--- src/include/ecpm_consts.vh ---
/*
 constants for the parallel port mode control block: port offsets, mode codes,
 register fields, reset values and handshake timing.
 assumes a 40 mhz system clock and byte-wide host accesses.
*/
`ifndef ECPM_CONSTS_VH
`define ECPM_CONSTS_VH

// port offsets relative to the port base, 11-bit host address
`define ECPM_OFS_DATA 11'h000
`define ECPM_OFS_STATUS 11'h001
`define ECPM_OFS_CTRL 11'h002
`define ECPM_OFS_QUEUE 11'h400
`define ECPM_OFS_CAPB 11'h401
`define ECPM_OFS_EXTCTL 11'h402

// mode codes held in extended_port_control bits 7..5
`define ECPM_MODE_STD 3'h0
`define ECPM_MODE_BIDIR 3'h1
`define ECPM_MODE_FIFO 3'h2
`define ECPM_MODE_ECP 3'h3
`define ECPM_MODE_EPP 3'h4
`define ECPM_MODE_RSVD 3'h5
`define ECPM_MODE_TEST 3'h6
`define ECPM_MODE_CFG 3'h7

// field positions
`define ECPM_EXT_MODE_HI 7
`define ECPM_EXT_MODE_LO 5
`define ECPM_EXT_ERRINT 4
`define ECPM_EXT_DMAEN 3
`define ECPM_EXT_SVC 2
`define ECPM_EXT_FULL 1
`define ECPM_EXT_EMPTY 0
`define ECPM_CTL_STROBE 0
`define ECPM_CTL_AUTOFD 1
`define ECPM_CTL_INIT 2
`define ECPM_CTL_SELIN 3
`define ECPM_CTL_ACKEN 4
`define ECPM_CTL_DIR 5
`define ECPM_CMD_ADDR_BIT 7

// reset values and fixed read values
`define ECPM_EXT_RESET 8'h15
`define ECPM_CTL_RESET 6'h00
`define ECPM_CAPA_VALUE 8'h10
`define ECPM_CAPB_VALUE 8'h00

// handshake settle time on the data lines
`define ECPM_SETUP_NS 50
`define ECPM_CLK_MHZ 40
// 50 ns rounded up to whole 25 ns cycles, sized for the 4-bit setup timer
`define ECPM_SETUP_CYC 4'h2

`endif

--- src/core/ecpm_fifo.v ---
/*
 synchronous fifo with valid/ready on both sides and a flush input.
 assumes one clock, synchronous active-high reset; depth is a power of two.
*/
module ecpm_fifo #(
   parameter WIDTH = 9,
   parameter DEPTH = 8,
   parameter AW = 3
)(
   input wire sys_clk, // system clock
   input wire rst, // synchronous reset
   input wire flush, // drop all content
   input wire [WIDTH-1:0] in_data, // write word
   input wire in_valid, // write request
   output wire in_ready, // room for a word
   output wire [WIDTH-1:0] out_data, // head word
   output wire out_valid, // head word present
   input wire out_ready, // head consumed
   output wire [AW:0] level // words held
);
   reg [WIDTH-1:0] mem [0:DEPTH-1];
   reg [AW:0] wr_ptr;
   reg [AW:0] rd_ptr;
   wire push;
   wire pop;

   assign level = wr_ptr - rd_ptr;
   assign in_ready = (level != DEPTH[AW:0]) || (DEPTH == (1 << AW) && level[AW] == 1'b0);
   assign out_valid = (level != {(AW+1){1'b0}});
   assign out_data = mem[rd_ptr[AW-1:0]];
   assign push = in_valid && in_ready;
   assign pop = out_valid && out_ready;

   always @(posedge sys_clk)
   begin
      if (push)
      begin
         mem[wr_ptr[AW-1:0]] <= in_data;
      end
   end

   always @(posedge sys_clk)
   begin
      if (rst || flush)
      begin
         wr_ptr <= {(AW+1){1'b0}};
         rd_ptr <= {(AW+1){1'b0}};
      end
      else
      begin
         if (push)
         begin
            wr_ptr <= wr_ptr + {{AW{1'b0}}, 1'b1};
         end
         if (pop)
         begin
            rd_ptr <= rd_ptr + {{AW{1'b0}}, 1'b1};
         end
      end
   end
endmodule // ecpm_fifo

--- src/core/ecpm_port.v ---
/*
 parallel port mode control: host registers, mode and direction handling,
 standard and ecp forward handshakes, ecp reverse handshake with expansion.
 assumes host strobes are one-cycle pulses synchronous to sys_clk and that
 peripheral inputs are synchronous too.
*/
// Behaviour
// - empty flag reads one when queue empty
// - mode 000 resets queue, open-collector controls
// - mode 001 direction tri-states data, reads pins
// - mode 010 sends queue with compatibility handshake
// - mode 011 shared forward queue, reverse fills
// - mode 100 epp only when option set
// - mode 110 queue access without port traffic
// - mode 111 capability words at queue offsets
// - only 010/011 handshake; entering starts transfer
// - leaving forward mode returns strobe, autofeed to ctl bits
// - reverse exit discards bytes, drops autofeed
// - byte transfers; commands go both directions
// - reverse ecp keeps handshaking to fill queue
// - host ack high data, low command
// - command bit 7 selects count or address
// - count n expands next byte n+1 times
// - host interface never stalls, single bytes
// - full flag reads one when no room
`include "ecpm_consts.vh"
module ecpm_port #(
   parameter DEPTH = 8,
   parameter AW = 3,
   parameter EPP_OPTION = 1'b0
)(
   input wire sys_clk, // system clock
   input wire rst, // synchronous reset
   input wire [10:0] host_addr, // host port offset
   input wire host_wr, // one-cycle write strobe
   input wire host_rd, // one-cycle read strobe
   input wire [7:0] host_wdata, // write data
   output reg [7:0] host_rdata, // read data, valid cycle after host_rd
   input wire chip_option_register_four, // epp support option
   input wire [7:0] pd_in, // level on data lines
   output reg [7:0] pd_out, // data line drive value
   output reg pd_oe, // data lines driven
   output reg data_strobe_n, // strobe / host clock
   output reg data_strobe_oe, // strobe driven
   output reg auto_line_feed_n, // autofeed / host acknowledge
   output reg auto_line_feed_oe, // autofeed driven
   output reg peripheral_initialize_n, // init / reverse request
   output reg peripheral_initialize_oe, // init driven
   output reg peripheral_select_n, // select in / 1284 active
   output reg peripheral_select_oe, // select in driven
   input wire ack_n, // peripheral ack / peripheral clock
   input wire busy, // busy / peripheral acknowledge line
   input wire paper_err, // paper error / ack reverse
   input wire select_in, // select
   input wire fault_n, // fault / peripheral request
   output reg epp_active // epp operation selected
);
   localparam HS_IDLE = 3'h0;
   localparam HS_SETUP = 3'h1;
   localparam HS_STROBE = 3'h2;
   localparam HS_WAITREL = 3'h3;
   localparam HS_RV_REQ = 3'h4;
   localparam HS_RV_TAKE = 3'h5;
   localparam HS_RV_REL = 3'h6;
   localparam [3:0] SETUP_CYC = `ECPM_SETUP_CYC;

   reg [7:0] data_reg;
   reg [5:0] ctl;
   reg [2:0] mode;
   reg err_int_dis;
   reg dma_en;
   reg svc;
   reg [2:0] hs;
   reg [3:0] tmr;
   reg [7:0] rv_byte;
   reg rv_cmd;
   reg rv_valid;
   reg q_pop_host;
   reg q_pop_link;
   reg [8:0] q_in;
   reg q_wr;

   wire [8:0] q_head;
   wire q_valid;
   wire q_room;
   wire [AW:0] q_level;
   wire [7:0] x_byte;
   wire x_valid;
   wire x_ready;
   wire rle_ready;
   wire dir = ctl[`ECPM_CTL_DIR];
   wire fwd_mode = (mode == `ECPM_MODE_FIFO) || (mode == `ECPM_MODE_ECP && !dir);
   wire rev_mode = (mode == `ECPM_MODE_ECP) && dir;
   wire q_flush = (mode == `ECPM_MODE_STD) || (mode == `ECPM_MODE_BIDIR);
   wire q_host_in = (host_wr && host_addr == `ECPM_OFS_QUEUE && mode != `ECPM_MODE_CFG)
      || (host_wr && host_addr == `ECPM_OFS_DATA && mode == `ECPM_MODE_ECP && !dir);
   wire q_push = (q_host_in && !q_flush) || (x_valid && x_ready);

   function is_mode_ok;
      input [2:0] cur;
      input [2:0] nxt;
      begin
         is_mode_ok = (cur == `ECPM_MODE_STD) || (cur == `ECPM_MODE_BIDIR)
            || (nxt == `ECPM_MODE_STD) || (nxt == `ECPM_MODE_BIDIR);
      end
   endfunction

   // expander output gets the queue only when the host is not writing it
   assign x_ready = rev_mode && !q_host_in && q_room;

   always @*
   begin
      q_wr = q_push;
      q_in = (x_valid && x_ready) ? {1'b0, x_byte} : {host_addr == `ECPM_OFS_DATA, host_wdata};
      q_pop_host = host_rd && host_addr == `ECPM_OFS_QUEUE && mode != `ECPM_MODE_CFG && q_valid;
      q_pop_link = 1'b0;
      if (hs == HS_WAITREL && !rev_mode)
      begin
         q_pop_link = (mode == `ECPM_MODE_FIFO) ? ack_n : !busy;
      end
   end

   ecpm_fifo #(.WIDTH(9), .DEPTH(DEPTH), .AW(AW)) u_queue (
      .sys_clk(sys_clk),
      .rst(rst),
      .flush(q_flush),
      .in_data(q_in),
      .in_valid(q_wr),
      .in_ready(q_room),
      .out_data(q_head),
      .out_valid(q_valid),
      .out_ready(q_pop_host || q_pop_link),
      .level(q_level)
   );

   ecpm_rle u_expand (
      .sys_clk(sys_clk),
      .rst(rst),
      .flush(!rev_mode),
      .in_byte(rv_byte),
      .in_cmd(rv_cmd),
      .in_valid(rv_valid),
      .in_ready(rle_ready),
      .out_byte(x_byte),
      .out_valid(x_valid),
      .out_ready(x_ready)
   );

   // host registers: every access completes in the strobe cycle
   always @(posedge sys_clk)
   begin
      if (rst)
      begin
         data_reg <= 8'h00;
         ctl <= `ECPM_CTL_RESET;
         mode <= `ECPM_MODE_STD;
         err_int_dis <= 1'b1;
         dma_en <= 1'b0;
         svc <= 1'b1;
         host_rdata <= 8'h00;
      end
      else
      begin
         if (host_wr)
         begin
            case (host_addr)
               `ECPM_OFS_DATA:
               begin
                  if (mode != `ECPM_MODE_ECP)
                  begin
                     data_reg <= host_wdata;
                  end
               end
               `ECPM_OFS_CTRL:
               begin
                  // direction only moves in mode 001
                  ctl[4:0] <= host_wdata[4:0];
                  if (mode == `ECPM_MODE_BIDIR)
                  begin
                     ctl[`ECPM_CTL_DIR] <= host_wdata[`ECPM_CTL_DIR];
                  end
               end
               `ECPM_OFS_EXTCTL:
               begin
                  if (is_mode_ok(mode, host_wdata[`ECPM_EXT_MODE_HI:`ECPM_EXT_MODE_LO]))
                  begin
                     mode <= host_wdata[`ECPM_EXT_MODE_HI:`ECPM_EXT_MODE_LO];
                  end
                  err_int_dis <= host_wdata[`ECPM_EXT_ERRINT];
                  dma_en <= host_wdata[`ECPM_EXT_DMAEN];
                  svc <= host_wdata[`ECPM_EXT_SVC];
               end
               default:
               begin
               end
            endcase
         end
         if (host_rd)
         begin
            case (host_addr)
               `ECPM_OFS_DATA:
                  host_rdata <= (mode == `ECPM_MODE_BIDIR && dir) ? pd_in : data_reg;
               `ECPM_OFS_STATUS:
                  host_rdata <= {!busy, ack_n, paper_err, select_in, fault_n, 3'h0};
               `ECPM_OFS_CTRL:
                  host_rdata <= {2'h0, ctl};
               `ECPM_OFS_QUEUE:
               begin
                  if (mode == `ECPM_MODE_CFG)
                     host_rdata <= `ECPM_CAPA_VALUE;
                  else
                     host_rdata <= q_head[7:0]; // empty read returns stale head
               end
               `ECPM_OFS_CAPB:
                  host_rdata <= (mode == `ECPM_MODE_CFG) ? `ECPM_CAPB_VALUE : 8'h00;
               `ECPM_OFS_EXTCTL:
                  host_rdata <= {mode, err_int_dis, dma_en, svc, !q_room, !q_valid};
               default:
                  host_rdata <= 8'h00;
            endcase
         end
      end
   end

   // link handshakes: forward compatibility/ecp, reverse ecp
   always @(posedge sys_clk)
   begin
      if (rst || !(fwd_mode || rev_mode))
      begin
         hs <= HS_IDLE;
         tmr <= 4'h0;
         rv_byte <= 8'h00;
         rv_cmd <= 1'b0;
         rv_valid <= 1'b0;
      end
      else
      begin
         if (rv_valid && rle_ready)
         begin
            rv_valid <= 1'b0;
         end
         case (hs)
            HS_IDLE:
            begin
               tmr <= 4'h0;
               if (rev_mode && !rv_valid && q_room && !x_valid)
                  hs <= HS_RV_REQ;
               else if (fwd_mode && q_valid && !busy)
                  hs <= HS_SETUP;
            end
            HS_SETUP:
            begin
               tmr <= tmr + 4'h1;
               if (tmr + 4'h1 >= SETUP_CYC)
               begin
                  tmr <= 4'h0;
                  hs <= HS_STROBE;
               end
            end
            HS_STROBE:
            begin
               tmr <= tmr + 4'h1;
               if (mode == `ECPM_MODE_FIFO ? (tmr + 4'h1 >= SETUP_CYC) : busy)
                  hs <= HS_WAITREL;
            end
            HS_WAITREL:
            begin
               if (mode == `ECPM_MODE_FIFO ? ack_n : !busy)
                  hs <= HS_IDLE;
            end
            HS_RV_REQ:
            begin
               if (!ack_n)
               begin
                  rv_byte <= pd_in;
                  rv_cmd <= !busy;
                  hs <= HS_RV_TAKE;
               end
            end
            HS_RV_TAKE:
            begin
               rv_valid <= 1'b1;
               hs <= HS_RV_REL;
            end
            HS_RV_REL:
            begin
               if (ack_n)
                  hs <= HS_IDLE;
            end
            default:
               hs <= HS_IDLE;
         endcase
      end
   end

   // pin drivers
   always @(posedge sys_clk)
   begin
      if (rst)
      begin
         pd_out <= 8'h00;
         pd_oe <= 1'b1;
         data_strobe_n <= 1'b1;
         data_strobe_oe <= 1'b0;
         auto_line_feed_n <= 1'b1;
         auto_line_feed_oe <= 1'b0;
         peripheral_initialize_n <= 1'b0;
         peripheral_initialize_oe <= 1'b1;
         peripheral_select_n <= 1'b1;
         peripheral_select_oe <= 1'b0;
         epp_active <= 1'b0;
      end
      else
      begin
         epp_active <= (mode == `ECPM_MODE_EPP) && chip_option_register_four && EPP_OPTION;
         if (mode == `ECPM_MODE_STD)
            pd_oe <= 1'b1;
         else
            pd_oe <= !dir || mode == `ECPM_MODE_FIFO;
         if (fwd_mode && hs != HS_IDLE)
         begin
            pd_out <= q_head[7:0];
            data_strobe_n <= !(hs == HS_STROBE);
            auto_line_feed_n <= (mode == `ECPM_MODE_ECP) ? !q_head[8] : 1'b1;
         end
         else if (rev_mode)
         begin
            pd_out <= data_reg;
            data_strobe_n <= 1'b1;
            auto_line_feed_n <= !(hs == HS_RV_REQ);
         end
         else
         begin
            pd_out <= (mode == `ECPM_MODE_TEST && q_valid) ? q_head[7:0] : data_reg;
            data_strobe_n <= !ctl[`ECPM_CTL_STROBE];
            auto_line_feed_n <= !ctl[`ECPM_CTL_AUTOFD];
         end
         peripheral_initialize_n <= ctl[`ECPM_CTL_INIT];
         peripheral_select_n <= !ctl[`ECPM_CTL_SELIN];
         // open collector in mode 000: drive only the low level
         if (mode == `ECPM_MODE_STD)
         begin
            data_strobe_oe <= ctl[`ECPM_CTL_STROBE];
            auto_line_feed_oe <= ctl[`ECPM_CTL_AUTOFD];
            peripheral_initialize_oe <= !ctl[`ECPM_CTL_INIT];
            peripheral_select_oe <= ctl[`ECPM_CTL_SELIN];
         end
         else
         begin
            data_strobe_oe <= 1'b1;
            auto_line_feed_oe <= 1'b1;
            peripheral_initialize_oe <= 1'b1;
            peripheral_select_oe <= 1'b1;
         end
      end
   end
endmodule // ecpm_port

--- src/core/ecpm_rle.v ---
/*
 reverse-channel run-length expander: a count byte makes the next data byte
 repeat count+1 times into the queue.
 assumes the queue exerts back-pressure through out_ready.
*/
`include "ecpm_consts.vh"
module ecpm_rle (
   input wire sys_clk, // system clock
   input wire rst, // synchronous reset
   input wire flush, // abandon pending expansion
   input wire [7:0] in_byte, // byte from the link
   input wire in_cmd, // byte was a command
   input wire in_valid, // byte offered
   output wire in_ready, // byte taken
   output reg [7:0] out_byte, // expanded byte
   output reg out_valid, // expanded byte present
   input wire out_ready // queue took the byte
);
   reg [6:0] count;
   reg [6:0] pend;
   reg have_count;

   assign in_ready = !out_valid;

   always @(posedge sys_clk)
   begin
      if (rst || flush)
      begin
         out_valid <= 1'b0;
         out_byte <= 8'h00;
         count <= 7'h00;
         pend <= 7'h00;
         have_count <= 1'b0;
      end
      else if (out_valid)
      begin
         if (out_ready)
         begin
            if (count == 7'h00)
            begin
               out_valid <= 1'b0;
            end
            else
            begin
               count <= count - 7'h01;
            end
         end
      end
      else if (in_valid)
      begin
         if (in_cmd)
         begin
            // channel addresses in reverse are dropped; only counts matter
            if (!in_byte[`ECPM_CMD_ADDR_BIT])
            begin
               pend <= in_byte[6:0];
               have_count <= 1'b1;
            end
         end
         else
         begin
            out_byte <= in_byte;
            out_valid <= 1'b1;
            count <= have_count ? pend : 7'h00;
            have_count <= 1'b0;
         end
      end
   end
endmodule // ecpm_rle

--- config.mk ---
export PLATFORM = sky130hd
export DESIGN_NAME = ecpm_port
export DESIGN_NICKNAME = d
export VERILOG_FILES = /design/src/core/ecpm_fifo.v /design/src/core/ecpm_port.v /design/src/core/ecpm_rle.v
export VERILOG_INCLUDE_DIRS = /design/src /design/src/include
export SDC_FILE = /design/constraint.sdc
export NUM_CORES = 1
export LEC_CHECK = 0
export ABC_AREA = 1
export BUFFER_PORTS_ARGS = -buffer_cell sky130_fd_sc_hd__buf_2
export CORE_ASPECT_RATIO = 1.25
export CORE_UTILIZATION = 40
export CTS_CLUSTER_DIAMETER = 120
export DETAILED_ROUTE_END_ITERATION = 16
export REMOVE_ABC_BUFFERS = 1
export SLEW_MARGIN = 25
export SYNTH_ARGS = -nofsm -noshare
export SYNTH_HDL_FRONTEND = slang
export SYNTH_SLANG_ARGS = --single-unit
--- constraint.sdc ---
create_clock -name sys_clk -period 3.6 [get_ports sys_clk]
set_input_delay 0.36 -clock sys_clk [delete_from_list [all_inputs] [get_ports sys_clk]]
set_output_delay 0.36 -clock sys_clk [all_outputs]
set_load 0.01 [all_outputs]
### Yosys cells after proc, flatten, opt, wreduce, memory -nomap -nowiden

Memory sizes are Yosys's and may differ from the RTL's. A register that Yosys moved wholly into a read port is not among the register bits.
Index checks and enable logic that the tools add are counted.
W data, S select, Z words.

* bitwise gates (word level): 6
* eq/ne operators: 29
* mux-type cells: 47
* reduce and logical (&&, ||, !) cells: 79
* add/sub/neg operators: 5
* order comparisons: 1

Operator list (count)
* $mux W7: 6
* $mux W8: 5
* $pmux W8 S5: 1
* $mux W3: 9
* $logic_and A1 B1 Y1: 26
* $eq A11 B11 Y1 const B: 2
* $mux W1: 22
* $pmux W3 S7: 1
* $logic_not A1 Y1: 17
* $eq A3 B3 Y1 const B: 5
* $reduce_and A3 Y1: 5
* $ne A2 B2 Y1 const B: 7
* $logic_or A1 B1 Y1: 13
* $add A4 B1 Y4 const B: 3
* $eq A3 B2 Y1 const B: 4
* $pmux W4 S3: 1
* $eq A11 B1 Y1 const B: 1
* $eq A11 B2 Y1 const B: 1
* $logic_not A11 Y1: 1
* $eq A3 B1 Y1 const B: 3
* $logic_not A3 Y1: 3
* $mux W9: 1
* $reduce_and A4 Y1: 2
* $logic_not A7 Y1: 1
* 15 further kinds: 27

* output and inout port bits: 26
* logic and storage cells: 198
* register bits: 94
* input port bits: 37
* memories kept: 1
* memory bits (writable): 72

Memories
* u_queue.mem: words 8, bits a word 9, read ports 1, clocked after Yosys merged registers in 1, wr ports 1, RTL line ecpm_fifo.v:21 `reg [WIDTH-1:0] mem [0:DEPTH-1];`

### Logic depth before layout (Yosys ltp)

Gate-level depths: netlist of the first run.

* depth after elaboration: 13
* mapped depth: 17
* gate-level depth less buffers: 16

### Hierarchy

From an unflattened synthesis of the first run, not the netlist that was laid out.

* cells, all modules: 961
* area total of the unflattened synthesis: 7883.8 um^2

Modules (own cells, without submodules)
* ecpm_fifo: area each 3533.4 um^2, seq. area each 2382.3 um^2, cells an instance 307, instances 1
* ecpm_port: area each 3204.3 um^2, seq. area each 1241.2 um^2, cells an instance 482, instances 1
* ecpm_rle: area each 1146.1 um^2, seq. area each 480.5 um^2, cells an instance 172, instances 1

### Worst setup path before layout of the first run

Ideal clock, no wire load.

* kind: register to register
* start: register u_queue.wr_ptr[0]
* end: memory u_queue.mem[6][0], enable pin
* arrival time: 2473 ps
* cell stages (with the launch flop): 15
* data required time: 3213 ps
* period minus slack after synthesis: 2860 ps
* buffers on the path: 0
* setup time: 387 ps
* slack: 740 ps
* path through: dfxtp_1 -> inv_1 -> ha_1 -> inv_1 -> fa_1 -> inv_1 -> nand2_1 -> nor2_2 -> nand3_4 -> nand2_2 -> clkinv_2 -> nand3_2 -> nand2_2 -> nand3_2 -> nor3_1

* word-level cells in the longest chain between the ends: 9
* elaborated cells on any way between the ends: 10
* those cells by class: add/sub (1); eq/ne (1); mux (2); bitwise (1); reduce/logical (5)

RTL lines
* start, declared: RTL line ecpm_fifo.v:22 `reg [AW:0] wr_ptr;`
* start signal, assigned: RTL line ecpm_fifo.v:46 `wr_ptr <= {(AW+1){1'b0}};`
* start signal, assigned: RTL line ecpm_fifo.v:53 `wr_ptr <= wr_ptr + {{AW{1'b0}}, 1'b1};`
* $sub A4 B4 Y4: RTL line ecpm_fifo.v:27 `assign level = wr_ptr - rd_ptr;`
* $ne A4 B4 Y1 / $not A1 Y1 (equally long branches): RTL line ecpm_fifo.v:28 `assign in_ready = (level != DEPTH[AW:0]) || (DEPTH == (1 << AW) && level[AW] == 1'b0);`
* $logic_or A1 B1 Y1: RTL line ecpm_fifo.v:28
* $logic_and A1 B1 Y1: RTL line ecpm_port.v:109 `assign x_ready = rev_mode && !q_host_in && q_room;`
* $logic_and A1 B1 Y1: RTL line ecpm_port.v:97 `wire q_push = (q_host_in && !q_flush) || (x_valid && x_ready);`
* $logic_or A1 B1 Y1: RTL line ecpm_port.v:97
* $logic_and A1 B1 Y1: RTL line ecpm_fifo.v:31 `assign push = in_valid && in_ready;`
* $mux W1: RTL line ecpm_fifo.v:36 `if (push)`
* $mux W1 (implied by the code): RTL line ecpm_fifo.v:38 `mem[wr_ptr[AW-1:0]] <= in_data;`
* end, declared: RTL line ecpm_fifo.v:21

Parallel ways exist; a longest one is shown, timed or not.

### Worst setup path after layout of the first run

* start: register u_queue.wr_ptr[0]
* end: memory u_queue.mem[5][8], enable pin

The elaborated chain is that of the path after synthesis.

==> metrics.yaml, run 1 <==
logic_synthesis:
  synthTopCellsByArea: "edfxtp_1 (29%), dfxtp_1 (26%), nand2_1 (8.7%)"
  ys_seq_elements: 169
  synth.top_cell.area_share: 0.2862
  synth_most_common_cell: "nand2_1"
  synth_area_leader_cell: "edfxtp_1"
  synth_warnings: 0
  ys_async_sr_fraction: 0
  ys_top_cells_by_count: "nand2_1 (175), nor2_1 (129), dfxtp_1 (97)"
  syn_area_mm2: 0.007555
  ys_seq_area_frac: 0.5432
  yosys.cell_types.count: 41
  synth_top_flop_cell: "dfxtp_1"
  syn_inst: 904
  synth.avg_cell_area_um2: 8.357
  synth-edff-count: 72
floorplanning:
  io_pins: 63
  die_width_um: 124.9
  start_util: 0.4127
  coreArea_mm2: 0.01831
  die_h_um: 155.7
  placementRows: 55
  die-area_mm2: 0.01944
clock_network:
  h-tree-depth: 4
  clk_latency_ps: 430
  postCtsSetupBuffers: 0
  cts_tree: "built"
  numClockSinks: 169
  cts.path.max_buffers: 2
  cts_hold_buf: 0
  cts.clk_slew.worst_paths_ps: 70
  cts_resized: 0
  cts-buffers-inserted: 17
  root_buffer: "clkbuf_16"
placement:
  dp_slack_ps: 604.6
  globalplace.congestion: 0.8605
  placed_cell_area_mm2: 0.008118
  dp_hpwl_um: 14100
  port_buffers: 60
critical_path:
  path_delay_family: "simple AND/OR/NAND/NOR gates"
  worst-path-buf-inv: 5
  path_max_fanout: 9
  critical_path_class: "register to register"
  start_kind: "register"
  worstPathArrival_ps: 3110
  required_ps: 3740
  crit_chain: "inv_1 -> ha_1 -> inv_1 -> fa_1 -> inv_1 -> nand2_1 -> nor2_2 -> nand3_4 -> nand2_2 -> clkinv_2 -> nand3_2 -> nand2_2 -> nand3_1 -> nor2_1 -> buf_4"
  critPathSlowestCell: "fa_1"
  cp_slowest_stage_delay_ps: 530
  worstSetupEndpointType: "register"
  crit_top_cell: "inv_1"
sta:
  period_share: 0.8257
  hold_violations: 0
  worst_pin_slew_ps: 824.2
  final_max_slew_viol_count: 0
  setup-tns-final_ps: 0
  setup_viol: 0
  skew_ps: 8.016
  clock.fmax_ghz: 0.3364
  rsz0062_at_grt: "false"
  relSlewSlack: 0.4499
  period_needed_ps: 2972
  fin_ws_ps: 627.5
layout:
  final_area_mm2: 0.008673
  largest_register_ffs: 72
  area_delta_synth_final_pct: 14.81
  diodes: 0
  drive_gt1_frac: 0.1446
  fin_nets: 1015
route:
  route.detailed.drc: 2
  wirelength_um: 19070
  ant_nets: 0
  first_iter_violations: 381
  vias: 6167
  wl_per_cell_um: 15.76
  vias_per_cell: 5.097
  drt_first_pass_iters: 11
global_route:
  grt.total_usage: 0.2041
  grt_pass1_wl_um: 30570
  grt.overflow.total: 0
  grt_max_degree: 37
  grt_pass1_vias: 6041
  antenna_found_initial: 0
power:
  pwr-share-seq: 0.524
  finalPower_w: 0.003810
  comb_power_share: 0.021
  leakagePower_nw: 3.455
  p_switching_w: 0.0008793
  pwr_density_cell_mw_per_mm2: 439.3
  p_sw_frac: 0.2308
  p_int_w: 0.002931
  clockPowerShare: 0.455
  ir_drop_v: 0.0003109
outcome:
  outcome: "complete, but fails checks"
  violations: "design-rule violations"
flow_run:
  drv_cap: 0
worst_hold_path:
  hold_path.class: "primary input to register"
worst reg2reg max path: cells and delay by family (launching register included):
kind	cells	cell delay, ps
simple gates	8	1120
fa+ha+maj	2	680
flops	1	350
buf+inv	5	530
worst paths after layout:
check                         start             endpoint  slack [ps]  cells after the start
setup / recovery  u_queue.wr_ptr[0]    u_queue.mem[5][8]         630                     15
hold / removal                 busy               rv_cmd         170                      2
setup reg to reg  u_queue.wr_ptr[0]    u_queue.mem[5][8]         630                     15
hold reg to reg              ctl[3]  peripheral_select_n         410                      1
power by group through the flow:
stage                     registers [W]  clock network [W]   logic, W
after floorplan                 0.00204                  0  0.0000262
after global placement          0.00204                  0  0.0000794
after detailed placement        0.00204                  0  0.0000792
after CTS                       0.00199            0.00177  0.0000797
after global routing            0.00199            0.00184  0.0000864
final                           0.00200            0.00173  0.0000801
per-stage QoR:
| stage | utilization | hold slack (ps) | cells |
|---|---|---|---|
| final | 0.4738 | 174.0 | 1210 |
| after CTS | 0.4738 | 158.9 | 1210 |
| after detailed placement | 0.4435 | 394.9 | 1178 |
| after global placement | 0.4435 | 393.0 | 1178 |
| after floorplan | - | 380.1 | 874 |
| after global routing | 0.4738 | 167.3 | 1210 |
area by class of cell:
type	count	area, µm²
timing repair buffer	76	420.4
fill	1795	9632
clock inverter	14	126.4
tap	228	285.3
sequential	169	4104
multi-input combinational	605	2930
clock buffer	18	429.2
inverter	100	377.9
cells in the final DEF, fill, tap and decap left out, drive strengths merged, types with 18 or more instances in the layout:
master,n
edfxtp,72
dfxtp,97
nand2,185
clkbuf,18
nor2,135
a21oi,69
o21ai,98
inv,106
buf,76
nand3,41
layer usage:
metal,track usage,wire [µm]
met5,0,0
met1,0.2377,8072
met3,0.03498,831
met4,0.06736,395
met2,0.3796,9766
cell families after synthesis:
logic type                 synth area share
buffers and inverters               0.06890
and+or+nand+nor                      0.2158
AOI/OAI and AO/OA                    0.1452
xor gates and xnor gates            0.01043
DFF                                  0.5432
adders and majority gates           0.01590
other                             0.0004964
Power figures use the tool's default switching activity.
==> run 2: changes to the inputs <==
==> constraint.sdc (replaced) <==
create_clock -name sys_clk -period 2.8 [get_ports sys_clk]
set_input_delay 0.28 -clock sys_clk [delete_from_list [all_inputs] [get_ports sys_clk]]
set_output_delay 0.28 -clock sys_clk [all_outputs]
set_load 0.01 [all_outputs]
==> run 2 against run 1 <==
  * The run still ends with design-rule violations left
  * Sequential share of layout area shrank 0.41 points
  * Cell area increased by 0.88%
  * Sequential power grew 28%
  * Critical endpoint is now u_queue.mem[4][2]
==> metrics.yaml, run 2 (synthesis gave the netlist of run 1 again) <==
route:
  ant_nets: 0
  first_iter_violations: 457
  route.detailed.drc: 2
  vias_per_cell: 5.063
  vias: 6157
  drt_first_pass_iters: 11
  wl_per_cell_um: 15.83
  wirelength_um: 19250
critical_path:
  path_delay_family: "adder cells"
  worstPathArrival_ps: 2730
  start_kind: "register"
  worst-path-buf-inv: 5
  critical_path_class: "register to register"
  required_ps: 2930
  path_max_fanout: 8
  critPathSlowestCell: "fa_1"
  crit_chain: "inv_1 -> ha_1 -> inv_1 -> fa_1 -> inv_1 -> nand2_1 -> nor2_2 -> nand3_4 -> nand2_2 -> clkinv_2 -> nand3_2 -> buf_4 -> nand2_1 -> o21ai_1"
  crit_top_cell: "inv_1"
  worstSetupEndpointType: "register"
  r2r_setup_slack_ps: 210
  cp_slowest_stage_delay_ps: 480
clock_network:
  h-tree-depth: 4
  cts-buffers-inserted: 17
  postCtsSetupBuffers: 0
  cts_tree: "built"
  cts.clk_slew.worst_paths_ps: 70
  cts_resized: 0
  clk_latency_ps: 430
  root_buffer: "clkbuf_16"
  cts.path.max_buffers: 2
  numClockSinks: 169
  cts_hold_buf: 0
layout:
  final_cell_mix: "nand2_1 (175), nor2_1 (129), dfxtp_1 (97)"
  final_cells: 1216
  final_common_cell: "nand2_1"
  largest_register_ffs: 72
  drive_gt1_frac: 0.1508
  num-fill-cells: 1790
  diodes: 0
  area_delta_synth_final_pct: 15.82
  fin_nets: 1021
sta:
  rsz0062_at_grt: "false"
  relSlewSlack: 0.4368
  skew_ps: 7.968
  period_share: 0.9257
  hold_violations: 0
  setup_viol: 0
  clock.fmax_ghz: 0.3858
  worst_pin_slew_ps: 843.9
  final_max_slew_viol_count: 0
  fin_ws_ps: 208.1
  period_needed_ps: 2592
power:
  pwr_density_cell_mw_per_mm2: 565.6
  ir_drop_v: 0.0003798
  leakagePower_nw: 3.506
placement:
  dp_hpwl_um: 14240
  port_buffers: 60
  placedCellCount: 1184
  dp_slack_ps: 39.10
  globalplace.congestion: 0.8763
flow_run:
  drv_cap: 0
floorplanning:
  die_h_um: 155.7
  start_util: 0.4127
  die_width_um: 124.9
  die-area_mm2: 0.01944
  placementRows: 55
  io_pins: 63
  coreArea_mm2: 0.01831
global_route:
  grt_pass1_vias: 5871
  grt.overflow.total: 0
  antenna_found_initial: 0
  grt_pass1_wl_um: 30550
  grt.total_usage: 0.2048
  grt_max_degree: 37
worst_hold_path:
  hold_path.class: "primary input to register"
outcome:
  violations: "design-rule violations"
  outcome: "complete, but fails checks"
[run 2: cell count changes in the layout (fill, tap and decap cells not counted), moves of 2 or more]
| cell | delta |
|---|---|
| clkinv_4 | +2 |
| clkinvlp_4 | -2 |
| inv_8 | +2 |
| clkinv_8 | +2 |
| buf_4 | +6 |
| inv_6 | -4 |
[run 2: routing by layer]
metal	up-vias	part of all wire	global-route usage
met5	-	0	0
met3	34	0.039	0.03567
li1	3151	-	-
met1	2833	0.43	0.2468
met4	0	0.033	0.08943
met2	139	0.50	0.3601
[run 2: through the flow]
stage	total power (W)	instance area [µm²]	util	setup TNS [ps]	hold slack [ps]
2_1_floorplan	0.002655	7412	-	-1863	349.1
3_3_place_gp	0.002722	8163	0.4459	0	406.3
3_5_place_dp	0.002722	8163	0.4459	0	416.3
4_1_cts	0.004991	8741	0.4775	0	70.87
5_1_grt	0.005109	8750	0.4780	0	82.98
6_report	0.004948	8750	0.4780	0	93.20
[run 2: path summary, 6_finish.rpt]
path	start	cells after the start	to
hold / removal	busy	2	rv_cmd
setup reg to reg	u_queue.wr_ptr[0]	14	u_queue.mem[4][2]
hold reg to reg	ctl[3]	1	peripheral_select_n
setup / recovery	u_queue.wr_ptr[0]	14	u_queue.mem[4][2]
[run 2: layout make-up]
cell class | instances | area [µm²] | share of cell area
flip-flops and latches | 169 | 4104 | 0.4690
inverters | 100 | 377.9 | 0.04319
clock buffers | 18 | 429.2 | 0.04905
well taps | 228 | 285.3 | 0.03260
repair buffers | 82 | 465.4 | 0.05320
multi-input cells | 605 | 2939 | 0.3359
clock inverters | 14 | 148.9 | 0.01702
[run 2: where the power goes]
group / internal (W) / switching (W)
Combinational: 0.0000301 / 0.0000736
Clock: 0.00119 / 0.00109
Sequential: 0.00256 / 0.00000168
==> run 3: changes to the inputs <==
--- a/config.mk
+++ b/config.mk
@@ -8,10 +8,13 @@
 export LEC_CHECK = 0
 export ABC_AREA = 1
 export BUFFER_PORTS_ARGS = -buffer_cell sky130_fd_sc_hd__buf_2
+export CELL_PAD_IN_SITES_DETAIL_PLACEMENT = 2
+export CELL_PAD_IN_SITES_GLOBAL_PLACEMENT = 2
 export CORE_ASPECT_RATIO = 1.25
-export CORE_UTILIZATION = 40
+export CORE_UTILIZATION = 36
 export CTS_CLUSTER_DIAMETER = 120
 export DETAILED_ROUTE_END_ITERATION = 16
+export PLACE_DENSITY_LB_ADDON = 0.1
 export REMOVE_ABC_BUFFERS = 1
 export SLEW_MARGIN = 25
 export SYNTH_ARGS = -nofsm -noshare
==> run 3 against run 2 <==
  * The run now ends clean
  * Worst hold slack better by 29 ps
  * Clock skew is 6.4 ps higher
  * Non-clock buffer count is 2 higher
  * Cell count is 3.6% higher
  * Utilization is 4.4 points lower
  * First-iteration DRC count is 47% lower
  * Critical path depth is 2 higher
  * Largest power group unchanged
==> metrics.yaml, run 3 (synthesis gave the netlist of run 1 again) <==
clock_network:
  cts.clk_slew.worst_paths_ps: 70
  h-tree-depth: 4
  root_buffer: "clkbuf_16"
  cts_tree: "built"
  cts.path.max_buffers: 2
  clk_latency_ps: 430
  cts_hold_buf: 0
  numClockSinks: 169
  cts-buffers-inserted: 17
layout:
  final_cells: 1260
  final_cell_mix: "nand2_1 (171), nor2_1 (129), dfxtp_1 (96)"
  drive_gt1_frac: 0.1556
  area_delta_synth_final_pct: 16.63
  num-fill-cells: 2281
  post-route-util: 0.4336
  fin_nets: 1023
  diodes: 0
  largest_register_ffs: 72
  final_common_cell: "nand2_1"
  final_area_mm2: 0.008811
floorplanning:
  die_width_um: 131.6
  die-area_mm2: 0.02157
  placementRows: 58
  die_h_um: 164.0
  io_pins: 63
  start_util: 0.3718
  coreArea_mm2: 0.02032
sta:
  setup-tns-final_ps: 0
  hold_violations: 0
  worst_pin_slew_ps: 930.4
  clock.fmax_ghz: 0.3775
  skew_ps: 14.41
  rsz0062_at_grt: "true"
  setup_viol: 0
  period_share: 0.9461
  final_max_slew_viol_count: 0
  relSlewSlack: 0.3791
  period_needed_ps: 2649
  fin_hold_ws_ps: 122.3
critical_path:
  crit_chain: "inv_1 -> ha_1 -> inv_1 -> fa_1 -> nand2_1 -> nand2_1 -> nor2_2 -> nand3_4 -> nand2_2 -> clkinv_2 -> nand3_2 -> buf_12 -> inv_2 -> buf_4 -> nand2_1 -> nand2_1"
  required_ps: 2920
  r2r_cells: 16
  critPathSlowestCell: "fa_1"
  path_max_fanout: 10
  critical_path_class: "register to register"
  start_kind: "register"
  crit_top_cell: "nand2_1"
  cp_slowest_stage_delay_ps: 450
  r2r_setup_slack_ps: 150
  reg2reg_from: "u_queue.wr_ptr[0]"
  r2r_end: "u_queue.mem[1][0]"
  worstSetupEndpointType: "register"
  worstPathArrival_ps: 2770
placement:
  port_buffers: 60
  placedCellCount: 1228
  globalplace.congestion: 0.7867
  dp_hpwl_um: 19360
  placed_cell_area_mm2: 0.008243
route:
  vias: 6556
  first_iter_violations: 244
  route.detailed.drc: 0
  ant_nets: 0
  drt_first_pass_iters: 4
  vias_per_cell: 5.203
  wirelength_um: 25760
  wl_per_cell_um: 20.45
power:
  pwr_density_cell_mw_per_mm2: 553.8
  p_switching_w: 0.001118
  ir_drop_v: 0.0004254
  clockPowerShare: 0.451
  comb_power_share: 0.023
  leakagePower_nw: 3.500
  p_sw_frac: 0.2292
  p_int_w: 0.003761
  pwr-share-seq: 0.526
global_route:
  grt.total_usage: 0.2490
  met1_usage: 0.2621
  grt_pass1_vias: 7382
  grt.met3_usage: 0.03889
  grt_pass1_wl_um: 40650
  grt_use_met2: 0.4935
  antenna_found_initial: 0
  grt-busiest-layer: "met2"
  grt_max_degree: 37
  grt.overflow.total: 0
worst_hold_path:
  hold_path.class: "primary input to register"
  min-delay-start: "busy"
  min_path_cells: 2
  hold_end: "rv_cmd"
flow_run:
  drv_cap: 0
outcome:
  outcome: "finished clean"
## run 3: critical path, delay by kind of cell, from the launching register on
kind / cells / cell delay (ps)
adders and majority gates: 2 / 590
buffers and inverters: 6 / 540
DFF: 1 / 320
and+or+nand+nor: 8 / 870
## run 3: final cells by class
| type | instances | area [µm²] | area share |
|---|---|---|---|
| repair buffers | 84 | 508.0 | 0.05765 |
| well taps | 270 | 337.8 | 0.03834 |
| flip-flops and latches | 169 | 4105 | 0.4659 |
| clock buffers | 19 | 442.9 | 0.05027 |
| inverters | 100 | 377.9 | 0.04289 |
| clock inverters | 13 | 95.09 | 0.01079 |
| multi-input cells | 605 | 2944 | 0.3341 |
## run 3: through the flow
step	setup WS, ps	power (W)
floorplan	-207.0	0.002655
global placement	151.2	0.002724
detailed placement	-62.86	0.002730
CTS	18.24	0.004923
global route	-44.71	0.005011
finish	150.9	0.004879
## run 3: worst max-delay path by stage
stage	startpoint	endpoint	slack (ps)	cells past startpoint
after detailed placement	u_queue.rd_ptr[0]	u_queue.mem[4][2]	-60	12
after CTS	u_queue.rd_ptr[0]	u_queue.mem[3][4]	20	13
after floorplan	u_queue.wr_ptr[0]	u_queue.mem[6][0]	-210	14
final	u_queue.wr_ptr[0]	u_queue.mem[1][0]	150	16
after global routing	u_queue.wr_ptr[0]	u_queue.mem[1][0]	-40	16
after global placement	u_queue.rd_ptr[0]	u_queue.mem[5][2]	150	12
## run 3: what timing repair did
item,CTS,global route
hold endpoints to repair,0,0
resized for setup,1,10
endpoints found under the setup margin,8,136
buffers inserted,0,0
## run 3: power groups by stage
stage | clock, W | sequential [W] | combinational, W
2_1_floorplan | 0 | 0.00262 | 0.0000337
3_3_place_gp | 0 | 0.00262 | 0.000104
3_5_place_dp | 0 | 0.00262 | 0.000109
4_1_cts | 0.00225 | 0.00256 | 0.000111
5_1_grt | 0.00233 | 0.00256 | 0.000120
6_report | 0.00220 | 0.00256 | 0.000112
## run 3: metal layers
layer	routed length (µm)	share of wire	vias up
met4	651	0.025	0
met1	10290	0.40	3277
met3	578	0.022	39
met2	14250	0.55	89
li1	-	-	3151
met5	0	0	-
